## config.mk

```make
export PLATFORM = sky130hd
export DESIGN_NAME = fspc_ctrl
export DESIGN_NICKNAME = d
export VERILOG_FILES = /design/src/rtl/fspc_pkg.sv /design/src/rtl/fspc_row_buffer.sv /design/src/rtl/fspc_key_guard.sv /design/src/rtl/fspc_ctrl.sv
export VERILOG_INCLUDE_DIRS = /design/src /design/src/rtl
export SDC_FILE = /design/constraint.sdc
export NUM_CORES = 2
export LEC_CHECK = 0
export ABC_CLOCK_PERIOD_IN_PS = 10200
export BUFFER_PORTS_ARGS = -buffer_cell sky130_fd_sc_hd__buf_2
export CAP_MARGIN = 20
export CORE_ASPECT_RATIO = 1.25
export CORE_MARGIN = 4
export CORE_UTILIZATION = 40
export DETAILED_ROUTE_END_ITERATION = 12
export PLACE_DENSITY = 0.6
export SETUP_SLACK_MARGIN = 0.3
export SYNTH_ARGS = -nofsm -noshare
export SYNTH_HDL_FRONTEND = slang
export SYNTH_SLANG_ARGS = --single-unit
```

## constraint.sdc

```tcl
create_clock -name clk -period 10.2 [get_ports clk]
set_input_delay 2.04 -clock clk [delete_from_list [all_inputs] [get_ports clk]]
set_output_delay 2.04 -clock clk [all_outputs]
set_load 0.005 [all_outputs]
```

## src/rtl/fspc_defines.svh

```systemverilog
// Constants for the flash self-programming controller: register fields,
// reset values, operation codes and timing counts.
// Assumes a 125 MHz system clock and a 24-bit program word.
`ifndef FSPC_DEFINES_SVH
`define FSPC_DEFINES_SVH

`define FSPC_CTL_START_BIT   15
`define FSPC_CTL_PROG_EN_BIT 14
`define FSPC_CTL_ERR_BIT     13
`define FSPC_CTL_ERASE_BIT   6
`define FSPC_CTL_OP_MSB      3
`define FSPC_CTL_RESET       16'h0000
`define FSPC_KEY_RESET       16'h0000
`define FSPC_KEY_FIRST       8'h55
`define FSPC_KEY_SECOND      8'hAA
`define FSPC_CFG_SPACE_BIT   7

`define FSPC_ROW_WORDS       64
`define FSPC_ROW_BYTES       192
`define FSPC_PAGE_ROWS       8
`define FSPC_PAGE_BYTES      1536
`define FSPC_WORD_IDX_W      6
`define FSPC_PAGE_MASK       24'hFFFC00
`define FSPC_ROW_MASK        24'hFFFF80

`define FSPC_OP_BULK         4'hF
`define FSPC_OP_GEN_SEG      4'hD
`define FSPC_OP_SEC_SEG      4'hC
`define FSPC_OP_PAGE         4'h2
`define FSPC_OP_WORD         4'h3
`define FSPC_OP_ROW          4'h1
`define FSPC_OP_CFG          4'h0

`define FSPC_CLK_MHZ         125
`define FSPC_OP_TIME_US      4000
`define FSPC_OP_CYCLES       (`FSPC_OP_TIME_US * `FSPC_CLK_MHZ)
`define FSPC_TBLWT_CYCLES    2

`endif

```

## src/rtl/fspc_pkg.sv

```systemverilog
// Types shared by the flash self-programming controller files.
// Assumes fspc_defines.svh for the numeric constants.
package fspc_pkg;

	typedef enum logic [3:0] {
		FSPC_NONE     = 4'h0,
		FSPC_ERASE    = 4'h1,
		FSPC_PROG_ROW = 4'h2,
		FSPC_PROG_ONE = 4'h4
	} fspc_kind_t;

	typedef enum logic [3:0] {
		FSPC_IDLE  = 4'h1,
		FSPC_BUSY  = 4'h2,
		FSPC_WRITE = 4'h4,
		FSPC_DONE  = 4'h8
	} fspc_state_t;

endpackage : fspc_pkg

```

## src/rtl/fspc_row_buffer.sv

```systemverilog
// Holding buffer of one row of program words for the self-programmer.
// Assumes writes come from table writes on the same clock.
`timescale 1ns/100ps
`include "fspc_defines.svh"

module fspc_row_buffer (
	input  wire logic        clk,
	input  wire logic        wr_lo,
	input  wire logic        wr_hi,
	input  wire logic [1:0]  byte_en,
	input  wire logic [5:0]  wr_idx,
	input  wire logic [15:0] wr_data,
	input  wire logic [5:0]  rd_idx,
	output logic      [23:0] rd_word
);

	// Buffer words only; no flash cell changes here
	logic [23:0] mem [0:`FSPC_ROW_WORDS-1];

	always_ff @(posedge clk)
	begin
		if (wr_lo && byte_en[0])
			mem[wr_idx][7:0] <= wr_data[7:0];
		if (wr_lo && byte_en[1])
			mem[wr_idx][15:8] <= wr_data[15:8];
		if (wr_hi && byte_en[0])
			mem[wr_idx][23:16] <= wr_data[7:0];
	end

	assign rd_word = mem[rd_idx];

endmodule : fspc_row_buffer

```

## src/rtl/fspc_key_guard.sv

```systemverilog
// Unlock key tracker: arms after 0x55 then 0xAA on consecutive
// register writes. Any other register write disarms it.
`timescale 1ns/100ps
`include "fspc_defines.svh"

module fspc_key_guard (
	input  wire logic       clk,
	input  wire logic       por,
	input  wire logic       key_wr,
	input  wire logic [7:0] key_data,
	input  wire logic       other_wr,
	output logic            armed
);

	typedef struct packed {
		logic got_first;
		logic armed;
	} fspc_key_st_t;

	fspc_key_st_t s_r;
	fspc_key_st_t s_nxt;

	always_comb
	begin
		s_nxt = s_r;
		if (key_wr)
		begin
			// Back-to-back pair only
			s_nxt.armed     = s_r.got_first &&
				(key_data == `FSPC_KEY_SECOND);
			s_nxt.got_first = (key_data == `FSPC_KEY_FIRST);
		end
		else if (other_wr)
		begin
			// Any control write consumes the key
			s_nxt.got_first = 1'b0;
			s_nxt.armed     = 1'b0;
		end
	end

	always_ff @(posedge clk)
	begin
		if (por)
			s_r <= '0;
		else
			s_r <= s_nxt;
	end

	assign armed = s_r.armed;

endmodule : fspc_key_guard

```

## src/rtl/fspc_ctrl.sv

```systemverilog
// Top of the flash self-programming controller: table access, control
// and key registers, operation sequencer and processor stall.
// Assumes the core issues one table or register access per cycle and
// that srst is the power-on reset; other resets never reach here.
`timescale 1ns/100ps
`include "fspc_defines.svh"

module fspc_ctrl #(
	parameter int unsigned OP_CYCLES = `FSPC_OP_CYCLES
) (
	input  wire logic        clk,
	input  wire logic        srst,
	input  wire logic [7:0]  table_page_reg,
	input  wire logic [15:0] effective_address,
	input  wire logic        table_read_low,
	input  wire logic        table_read_high,
	input  wire logic        table_write_low,
	input  wire logic        table_write_high,
	input  wire logic        tbl_byte_mode,
	input  wire logic [15:0] tbl_wdata,
	input  wire logic        ctl_wr,
	input  wire logic        ctl_rd,
	input  wire logic        key_wr,
	input  wire logic        key_rd,
	input  wire logic [15:0] reg_wdata,
	input  wire logic [23:0] flash_rdata,
	input  wire logic        flash_ready,
	output logic      [15:0] rdata,
	output logic             rdata_valid,
	output logic      [23:0] flash_addr,
	output logic             flash_cfg_space,
	output logic             flash_rd,
	output logic      [3:0]  flash_cmd,
	output logic             flash_cmd_valid,
	output logic      [23:0] flash_wdata,
	output logic             flash_wdata_valid,
	output logic             cpu_stall
);

	typedef struct packed {
		logic                       start;
		logic                       prog_en;
		logic                       err;
		logic                       erase_sel;
		logic [3:0]                 opcode;
		fspc_pkg::fspc_state_t      state;
		fspc_pkg::fspc_kind_t       kind;
		logic [31:0]                timer;
		logic [5:0]                 wr_idx;
		logic [23:0]                op_addr;
		logic                       tw_busy;
		logic                       rd_pend;
		logic                       rd_high;
		logic                       rd_bsel;
		logic                       rd_byte;
		logic [15:0]                rdata;
		logic                       rdata_valid;
		logic [23:0]                flash_addr;
		logic                       flash_cfg;
		logic                       flash_rd;
		logic [3:0]                 flash_cmd;
		logic                       flash_cmd_valid;
		logic [23:0]                flash_wdata;
		logic                       flash_wdata_valid;
		logic                       stall;
		logic                       stall_out;
	} fspc_st_t;

	fspc_st_t s_r;
	fspc_st_t s_nxt;

	logic        key_armed;
	logic [5:0]  buf_idx;
	logic [23:0] buf_word;
	logic [1:0]  buf_be;
	logic [23:0] tbl_addr;
	logic        tbl_wr;

	// Decode of start request into an operation kind
	function automatic fspc_pkg::fspc_kind_t op_kind(
		input logic       erase,
		input logic [3:0] op
	);
		fspc_pkg::fspc_kind_t k;
		k = fspc_pkg::FSPC_NONE;
		if (erase)
		begin
			case (op)
				`FSPC_OP_BULK,
				`FSPC_OP_GEN_SEG,
				`FSPC_OP_SEC_SEG,
				`FSPC_OP_PAGE,
				`FSPC_OP_CFG:   k = fspc_pkg::FSPC_ERASE;
				default:        k = fspc_pkg::FSPC_NONE;
			endcase
		end
		else
		begin
			case (op)
				`FSPC_OP_ROW:   k = fspc_pkg::FSPC_PROG_ROW;
				`FSPC_OP_WORD,
				`FSPC_OP_CFG:   k = fspc_pkg::FSPC_PROG_ONE;
				default:        k = fspc_pkg::FSPC_NONE;
			endcase
		end
		return k;
	endfunction : op_kind

	// Word index inside a row; rows begin at row multiples
	function automatic logic [5:0] row_index(input logic [23:0] a);
		return a[6:1];
	endfunction : row_index

	// Array address of an operation. Erase pages and program rows are
	// aligned down, so a pointer left mid-row still hits its own row
	function automatic logic [23:0] op_target(
		input logic        erase,
		input logic [3:0]  op,
		input logic [23:0] a
	);
		logic [23:0] t;
		t = a;
		if (erase)
		begin
			if (op == `FSPC_OP_PAGE)
				t = a & `FSPC_PAGE_MASK;
		end
		else
		begin
			if (op == `FSPC_OP_ROW)
				t = a & `FSPC_ROW_MASK;
			else
				t = {a[23:1], 1'b0};
		end
		return t;
	endfunction : op_target

	// Page byte on top, effective address below; LSb passes through unchanged
	assign tbl_addr = {table_page_reg, effective_address};
	assign tbl_wr   = table_write_low | table_write_high;
	assign buf_idx  = row_index(tbl_addr);
	assign buf_be   = tbl_byte_mode ?
		(effective_address[0] ? 2'b10 : 2'b01) : 2'b11;

	fspc_row_buffer u_buf (
		.clk     (clk),
		.wr_lo   (table_write_low),
		.wr_hi   (table_write_high),
		.byte_en (table_write_high ? 2'b01 : buf_be),
		.wr_idx  (buf_idx),
		.wr_data (tbl_byte_mode && effective_address[0] &&
			!table_write_high ? {tbl_wdata[7:0], 8'h00} : tbl_wdata),
		.rd_idx  (s_r.wr_idx),
		.rd_word (buf_word)
	);

	fspc_key_guard u_key (
		.clk      (clk),
		.por      (srst),
		.key_wr   (key_wr),
		.key_data (reg_wdata[7:0]),
		.other_wr (ctl_wr),
		.armed    (key_armed)
	);

	always_comb
	begin
		s_nxt                   = s_r;
		s_nxt.rdata_valid       = 1'b0;
		s_nxt.flash_rd          = 1'b0;
		s_nxt.flash_cmd_valid   = 1'b0;
		s_nxt.flash_wdata_valid = 1'b0;
		s_nxt.tw_busy           = 1'b0;

		// Buffer write holds the core one extra cycle
		if (tbl_wr && !s_r.tw_busy)
			s_nxt.tw_busy = 1'b1;
		if (tbl_wr)
			s_nxt.op_addr = tbl_addr;

		if (table_read_low || table_read_high)
		begin
			s_nxt.flash_addr = tbl_addr;
			s_nxt.flash_cfg  = table_page_reg[`FSPC_CFG_SPACE_BIT];
			s_nxt.flash_rd   = 1'b1;
			s_nxt.rd_pend    = 1'b1;
			s_nxt.rd_high    = table_read_high;
			s_nxt.rd_bsel    = effective_address[0];
			s_nxt.rd_byte    = tbl_byte_mode;
		end
		else if (s_r.rd_pend && flash_ready)
		begin
			s_nxt.rd_pend     = 1'b0;
			s_nxt.rdata_valid = 1'b1;
			if (s_r.rd_high)  // Phantom byte reads zero
				s_nxt.rdata = (s_r.rd_byte && s_r.rd_bsel) ? 16'h0000 :
					{8'h00, flash_rdata[23:16]};
			else if (s_r.rd_byte)
				s_nxt.rdata = {8'h00, s_r.rd_bsel ? flash_rdata[15:8] :
					flash_rdata[7:0]};
			else
				s_nxt.rdata = flash_rdata[15:0];
		end
		else if (ctl_rd)
		begin
			s_nxt.rdata_valid = 1'b1;
			s_nxt.rdata = {s_r.start, s_r.prog_en, s_r.err, 6'h00,
				s_r.erase_sel, 2'h0, s_r.opcode};
		end
		else if (key_rd)
		begin
			// Key is write-only; the whole word reads zero
			s_nxt.rdata_valid = 1'b1;
			s_nxt.rdata       = 16'h0000;
		end

		if (ctl_wr && s_r.state == fspc_pkg::FSPC_IDLE)
		begin
			s_nxt.prog_en   = reg_wdata[`FSPC_CTL_PROG_EN_BIT];
			s_nxt.erase_sel = reg_wdata[`FSPC_CTL_ERASE_BIT];
			s_nxt.opcode    = reg_wdata[`FSPC_CTL_OP_MSB:0];
			if (!reg_wdata[`FSPC_CTL_ERR_BIT])
				s_nxt.err = 1'b0;
			if (reg_wdata[`FSPC_CTL_START_BIT])  // Set-only bit
			begin
				s_nxt.kind = op_kind(reg_wdata[`FSPC_CTL_ERASE_BIT],
					reg_wdata[`FSPC_CTL_OP_MSB:0]);
				if (!key_armed || !reg_wdata[`FSPC_CTL_PROG_EN_BIT])
					s_nxt.err = 1'b1;
				else if (s_nxt.kind != fspc_pkg::FSPC_NONE)
				begin
					// One start per row or word
					s_nxt.start      = 1'b1;
					s_nxt.err        = 1'b0;
					s_nxt.stall      = 1'b1;
					s_nxt.timer      = 32'(OP_CYCLES);
					// A single word streams from its own buffer slot
					if (s_nxt.kind == fspc_pkg::FSPC_PROG_ONE)
					begin
						s_nxt.wr_idx = row_index(s_r.op_addr);
					end
					else
					begin
						s_nxt.wr_idx = 6'h00;
					end
					s_nxt.state      = fspc_pkg::FSPC_BUSY;
					s_nxt.flash_addr = op_target(
						reg_wdata[`FSPC_CTL_ERASE_BIT],
						reg_wdata[`FSPC_CTL_OP_MSB:0], s_r.op_addr);
					s_nxt.flash_cfg  =
						s_r.op_addr[16 + `FSPC_CFG_SPACE_BIT];
					s_nxt.flash_cmd  = reg_wdata[`FSPC_CTL_OP_MSB:0];
					s_nxt.flash_cmd_valid = 1'b1;
				end
			end
		end

		case (s_r.state)
			fspc_pkg::FSPC_IDLE:
				;
			fspc_pkg::FSPC_BUSY:
			begin
				if (s_r.kind != fspc_pkg::FSPC_ERASE)
					s_nxt.state = fspc_pkg::FSPC_WRITE;
				else if (s_r.timer <= 32'd1)
					s_nxt.state = fspc_pkg::FSPC_DONE;
				s_nxt.timer = s_r.timer - 32'd1;
			end
			fspc_pkg::FSPC_WRITE:
			begin
				// Stream the buffer to the array in order
				s_nxt.flash_wdata       = buf_word;
				s_nxt.flash_wdata_valid = 1'b1;
				s_nxt.timer             = s_r.timer - 32'd1;
				if (s_r.kind == fspc_pkg::FSPC_PROG_ONE ||
					s_r.wr_idx == 6'(`FSPC_ROW_WORDS - 1))
					s_nxt.state = fspc_pkg::FSPC_BUSY;
				else
					s_nxt.wr_idx = s_r.wr_idx + 6'h01;
				if (s_nxt.state == fspc_pkg::FSPC_BUSY)
					s_nxt.kind = fspc_pkg::FSPC_ERASE;
			end
			fspc_pkg::FSPC_DONE:
			begin
				s_nxt.start = 1'b0;  // Hardware clears
				s_nxt.stall = 1'b0;
				s_nxt.state = fspc_pkg::FSPC_IDLE;
			end
			default:
				s_nxt.state = fspc_pkg::FSPC_IDLE;
		endcase

		// Stall leaves a flop of its own; the extra table-write cycle
		// and the operation stall both hold the core
		s_nxt.stall_out = s_nxt.stall | s_nxt.tw_busy;
	end

	// Only power-on reset reaches these bits
	always_ff @(posedge clk)
	begin
		if (srst)
		begin
			s_r       <= '0;
			s_r.state <= fspc_pkg::FSPC_IDLE;
			s_r.kind  <= fspc_pkg::FSPC_NONE;
		end
		else
			s_r <= s_nxt;
	end

	assign rdata             = s_r.rdata;
	assign rdata_valid       = s_r.rdata_valid;
	assign flash_addr        = s_r.flash_addr;
	assign flash_cfg_space   = s_r.flash_cfg;
	assign flash_rd          = s_r.flash_rd;
	assign flash_cmd         = s_r.flash_cmd;
	assign flash_cmd_valid   = s_r.flash_cmd_valid;
	assign flash_wdata       = s_r.flash_wdata;
	assign flash_wdata_valid = s_r.flash_wdata_valid;
	// Table write adds one cycle; operation holds the core throughout
	assign cpu_stall         = s_r.stall_out;

endmodule : fspc_ctrl

```

# [Yosys cells after proc, flatten, opt, wreduce, memory -nomap -nowiden]
# Memories as Yosys holds them, arrays and structs flattened. A register that Yosys moved wholly into a read port is not among the register bits.
# Index checks and enable logic that the tools add are counted.
[op_classes] eq_ne=18 order_cmp=1 bitwise_logic=6 mux=63 n_reduce_logical=34 addsub=2
[ops] cell="25-bit 2-to-1 mux" n=4
[ops] cell="46-bit 2-to-1 mux" n=2
[ops] cell="38-bit 2-to-1 mux" n=2
[ops] cell="17-bit 2-to-1 mux" n=3
[ops] cell="16-bit 2-to-1 mux" n=3
[ops] cell="4-bit 2-to-1 mux" n=10
[ops] cell="32-bit by 1-bit <= comparator with 1-bit output (second input constant)" n=1
[ops] cell="32-bit 2-to-1 mux" n=1
[ops] cell="32-bit by 1-bit subtractor with 32-bit output (second input constant)" n=1
[ops] cell="26-bit 2-to-1 mux" n=1
[ops] cell="1-bit 2-to-1 mux" n=21
[ops] cell="10-bit 2-to-1 mux" n=2
[ops] cell="6-bit 2-to-1 mux" n=3
[ops] cell="4-bit by 2-bit == test with 1-bit output (second input constant)" n=4
[ops] cell="4-bit == test (second input constant)" n=4
[ops] cell="8-bit 2-to-1 mux" n=2
[ops] cell="4-bit by 3-bit == test with 1-bit output (second input constant)" n=3
[ops] cell="4-bit one-hot mux with 3 select lines" n=1
[ops] cell="1-bit logical AND" n=10
[ops] cell="2-bit 2-to-1 mux" n=5
[ops] cell="2-bit nonzero test" n=5
[ops] cell="4-bit by 1-bit == test with 1-bit output (second input constant)" n=2
[ops] cell="8-bit by 7-bit == test with 1-bit output (second input constant)" n=1
[ops] cell="8-bit == test (second input constant)" n=1
[ops] cell="other kinds (19)" n=32
[totals] elab_cells=152 output_inout_bits=74 ram_bits=1536 register_bits=136 mem_count=1 in_bits=92
[memory_table] name="u_buf.mem" words=64 width=24 read_ports=1 rd_ports_with_merged_regs=1 write_ports=1 line_no="fspc_row_buffer.sv:18" rtl="logic [23:0] mem [0:`FSPC_ROW_WORDS-1];"

# [Depth between registers and ports, before layout]
[depth] word_depth=17 mapped_depth=12 depth_no_buf=8

# [By module]
# A second synthesis with hierarchy kept.
[hier_totals] cells_unflattened=3749 area_unflattened_um2=67015.5
[by_module_without_submodules] mod="fspc_row_buffer" seq_area_each_um2=46124.2 instances=1 area_each_um2=59610.9 cells_each=2825
[by_module_without_submodules] mod="fspc_ctrl" seq_area_each_um2=3163.0 instances=1 area_each_um2=7284.5 cells_each=910
[by_module_without_submodules] mod="fspc_key_guard" seq_area_each_um2=40.0 instances=1 area_each_um2=120.1 cells_each=14

# [Worst setup path after synthesis]
# Ideal clock, no wire load.
[synth_path] kind="input port to flip-flop" start="in table_write_high" end="mem u_buf.mem[0][0], data pin" setup_ps=534 t_required_ps=9666 path_stages=3 n_path_buf=1 arrival_time_ps=4250 setup_slack_ps=5416 cell_sequence="nand3b_1 clkbuf_1 and2_1"
[synth_between] elab_chain_len=3
[synth_rtl] element="start, declared" line_no="fspc_ctrl.sv:18" rtl="input wire logic table_write_high,"
[synth_rtl] element="1-bit logical NOT" line_no="fspc_ctrl.sv:152" rtl="!table_write_high ? {tbl_wdata[7:0], 8'h00} : tbl_wdata),"
[synth_rtl] element="1-bit logical AND" line_no="fspc_ctrl.sv:151" rtl=".wr_data (tbl_byte_mode && effective_address[0] &&"
[synth_rtl] element="16-bit 2-to-1 mux" line_no="fspc_ctrl.sv:152"
[synth_rtl] element="named net u_buf.wr_data[0]" line_no="fspc_row_buffer.sv:12" rtl="input wire logic [15:0] wr_data,"
[synth_rtl] element="end, declared" line_no="fspc_row_buffer.sv:18"
# The timed path passes the listed nets, and every way through them passes these cells.

==> out/results.ini <==
[run_status]
outcome = completed

[timing]
grt_setup_unrepaired = no
fin_tns_setup_ns = 0
fmax_mhz = 218.3
fin_crit_sh_pct = 44.91
setup_viol = 0
worstMarginPinSlew_ns = 1.108
hold_violations = 0
final_max_slew_viol_count = 0
slew_headroom_pct = 25.98
final.min_clock_period_ns = 4.581
skew_ns = 0.02290

[synthesis]
synth_top_area_cell = edfxtp_1
yosysSeqAreaShare_pct = 73.84
synthTopCellsByArea = edfxtp_1 (69%), mux4_2 (8.0%), mux2i_1 (4.9%), dfxtp_1 (4.8%), nor2_1 (1.7%)
synthFlopType = edfxtp_1
netlist_instances = 3903
synth-edff-count = 1536
yosys.area.top_type_share_pct = 69.05
syn_area_um2 = 66800
syn_nets = 3998
ys_seq_elements = 1696
yosys_warnings = 0
yosysUniqueCellTypes = 65
synthArstFlopShare_pct = 0
synth_area_per_cell_um2 = 17.12

[clock_tree]
htree_levels = 4
clockBufferDepth = 3
clk_latency_ns = 0.79
ctsHoldBuffers = 0
ctsResizeCount = 0
cts_setup_buffers = 0
cts_buffers = 153
cts.reportedPaths.clkPinSlew_ns = 0.07
root_buffer = clkbuf_16
cts.sinks = 1696
tritoncts = yes

[cells_and_area]
finalNonFillerCells = 6302
final_util_pct = 44.87
drive_gt1_share_pct = 18.19
syn_to_final_growth_pct = 11.43
fin_nets = 4076

[setup_path]
critPathCaptureType = flop
startpoint_type = flop
cp_max_fo = 50
cp_cell_sequence = buf_4, buf_4, mux4_2, mux2i_1, nor2_1, a311oi_1, a311oi_1
worstPathRequired_ns = 10.81
critical_path_class = reg -> reg
crit_path_top_delay_cell = dfxtp_4
cpPeakStageDelay_ns = 0.87
cp.arrival_ns = 5.19

[floorplanning]
chipWidth_um = 373.5
design.die.area_um2 = 173600
dieHeight_um = 464.9
io_pins = 166
rows = 167
start_util_pct = 40.27
fp.coreArea_um2 = 165900

[routing]
drtIter0Drc = 3360
routedWlPerCell_um = 27.49
viasPerCell = 5.662
first_pass_iters = 6
routed_wirelength_um = 173200
drc = 0
via_count = 35680
ant_nets = 0

[placement]
dp_hpwl_um = 106700
port_buffers = 160
dp_cells = 6019
gp_congestion = 0.8423

[grt]
grt_antenna_before_repair = 3
grt_pass1_vias = 35790
grt_first_pass_wirelength_um = 250700
grt_max_degree = 106
grtUsageTotal_pct = 19.56
overflow = 0

[min_path]
hold_path_class = reg -> reg

[flow_run]
cap_viol_max_count = 0

[pwr]
cellLeakagePower_nw = 22.41
power.density_nw_per_um2 = 182.3
peakVddDrop_uv = 162.3

[synth_stat cells (5+ instances only)]
cell and count:
or3_1 11, mux2i_1 330, o21ai_0 43, a211oi_1 69, o221ai_1 32, o22ai_1 35
a32oi_1 12, mux4_2 236, clkbuf_1 163, buf_4 68, inv_1 14, or3b_2 6
and3_1 9, a221oi_1 20, buf_1 22, nor4b_1 5, o311ai_0 6, nor3b_1 5
nor4_1 6, nor3_1 33, xor2_1 5, mux2_2 21, a22oi_1 86, a311oi_1 16
nor2_1 297, nand2_1 231, dfxtp_1 160, and2_1 14, or2_2 9, a22o_1 15
buf_2 57, nand4_1 8, or4_1 8, nand3b_1 10, a31oi_1 23, edfxtp_1 1536
a211o_1 6, a21oi_1 150, nor2b_1 11, nand3_1 66
[worst max-delay path, delay by kind of cell (launching register included)]
family | cells | cell delay, ns
AND/OR/NAND/NOR | 1 | 0.09
AO/OA/AOI/OAI | 2 | 0.98
buffers and inverters | 2 | 1.53
multiplexers | 2 | 0.83
flip-flops | 1 | 0.87
[cell families after synthesis]
family                     Yosys count  synth area share [%]
DFF                               1696                 73.84
and+or+nand+nor                    741                 4.902
muxes                              587                 13.26
AOI/OAI and AO/OA                  544                 5.538
buffers and inverters              325                 2.317
xor gates and xnor gates             7               0.09178
adders and majority gates            3               0.05620
[cells in the final DEF (no fill, tap or decap), types with 69 or more instances in the layout]
cell type     n
buf_2       160
mux4_2      236
a211oi_1     69
edfxtp_1   1536
nor2_1      292
a22oi_1      86
mux2i_1     330
a21oi_1     150
nand2_1     231
clkbuf_16   157
dfxtp_1     155
[flip-flops by register name (all words and copies together) (netlist names)]
| name | flops |
|---|---|
| rdata_valid | 1 |
| flash_wdata | 24 |
| flash_cfg_space | 1 |
| flash_wdata_valid | 1 |
| u_key.armed | 1 |
| flash_cmd | 4 |
| flash_rd | 1 |
| s_r | 84 |
| flash_addr | 24 |
| cpu_stall | 1 |
| u_key.s_r | 1 |
| rdata | 16 |
| flash_cmd_valid | 1 |
| u_buf.mem | 1536 |
[per-layer routing]
layer	track usage [%]	share of wire, %
met1	25.17	40
met2	34.08	51
met3	3.235	6.3
met4	5.930	2.9
met5	0	0.015
[report_power, final]
part | switching [mW] | leakage [nW] | internal (mW) | total, mW
sequential | 0.0184 | 14.8 | 7.65 | 7.67
clock | 2.49 | 2.33 | 3.08 | 5.57
combinational | 0.262 | 5.27 | 0.0683 | 0.330
total | 2.77 | 22.4 | 10.8 | 13.6
[area by class of cell]
type	instances	area, um^2
Tap cell	2197	2749
Clock buffer	198	4114
Inverter	14	52.55
Antenna cell	4	10.01
Fill cell	14310	91470
Sequential cell	1696	49340
Clock inverter	77	633.1
Multi-Input combinational cell	1882	16040
Timing Repair Buffer	234	1491
[worst paths after layout]
kind / from / to / slack (ns) / depth (start not counted)
worst max-delay path: s_r[104] / flash_wdata[11] / 5.62 / 7
worst min-delay path: s_r[145] / s_r[145] / 0.45 / 2
worst min register to register: s_r[145] / s_r[145] / 0.45 / 2
worst max register to register: s_r[104] / flash_wdata[11] / 5.62 / 7
[metrics by stage]
step | power [mW] | area [um^2] | hold slack, ns | setup WS, ns
final | 13.57 | 74440 | 0.4490 | 5.619
after global routing | 13.97 | 74430 | 0.4703 | 5.377
after CTS | 13.67 | 74340 | 0.4488 | 5.578
after detailed placement | 8.147 | 69600 | 0.4377 | 5.025
after global placement | 8.134 | 69560 | 0.4340 | 4.918
after floorplan | 7.987 | 66800 | 0.3842 | 5.416
Power figures use the tool's default switching activity.
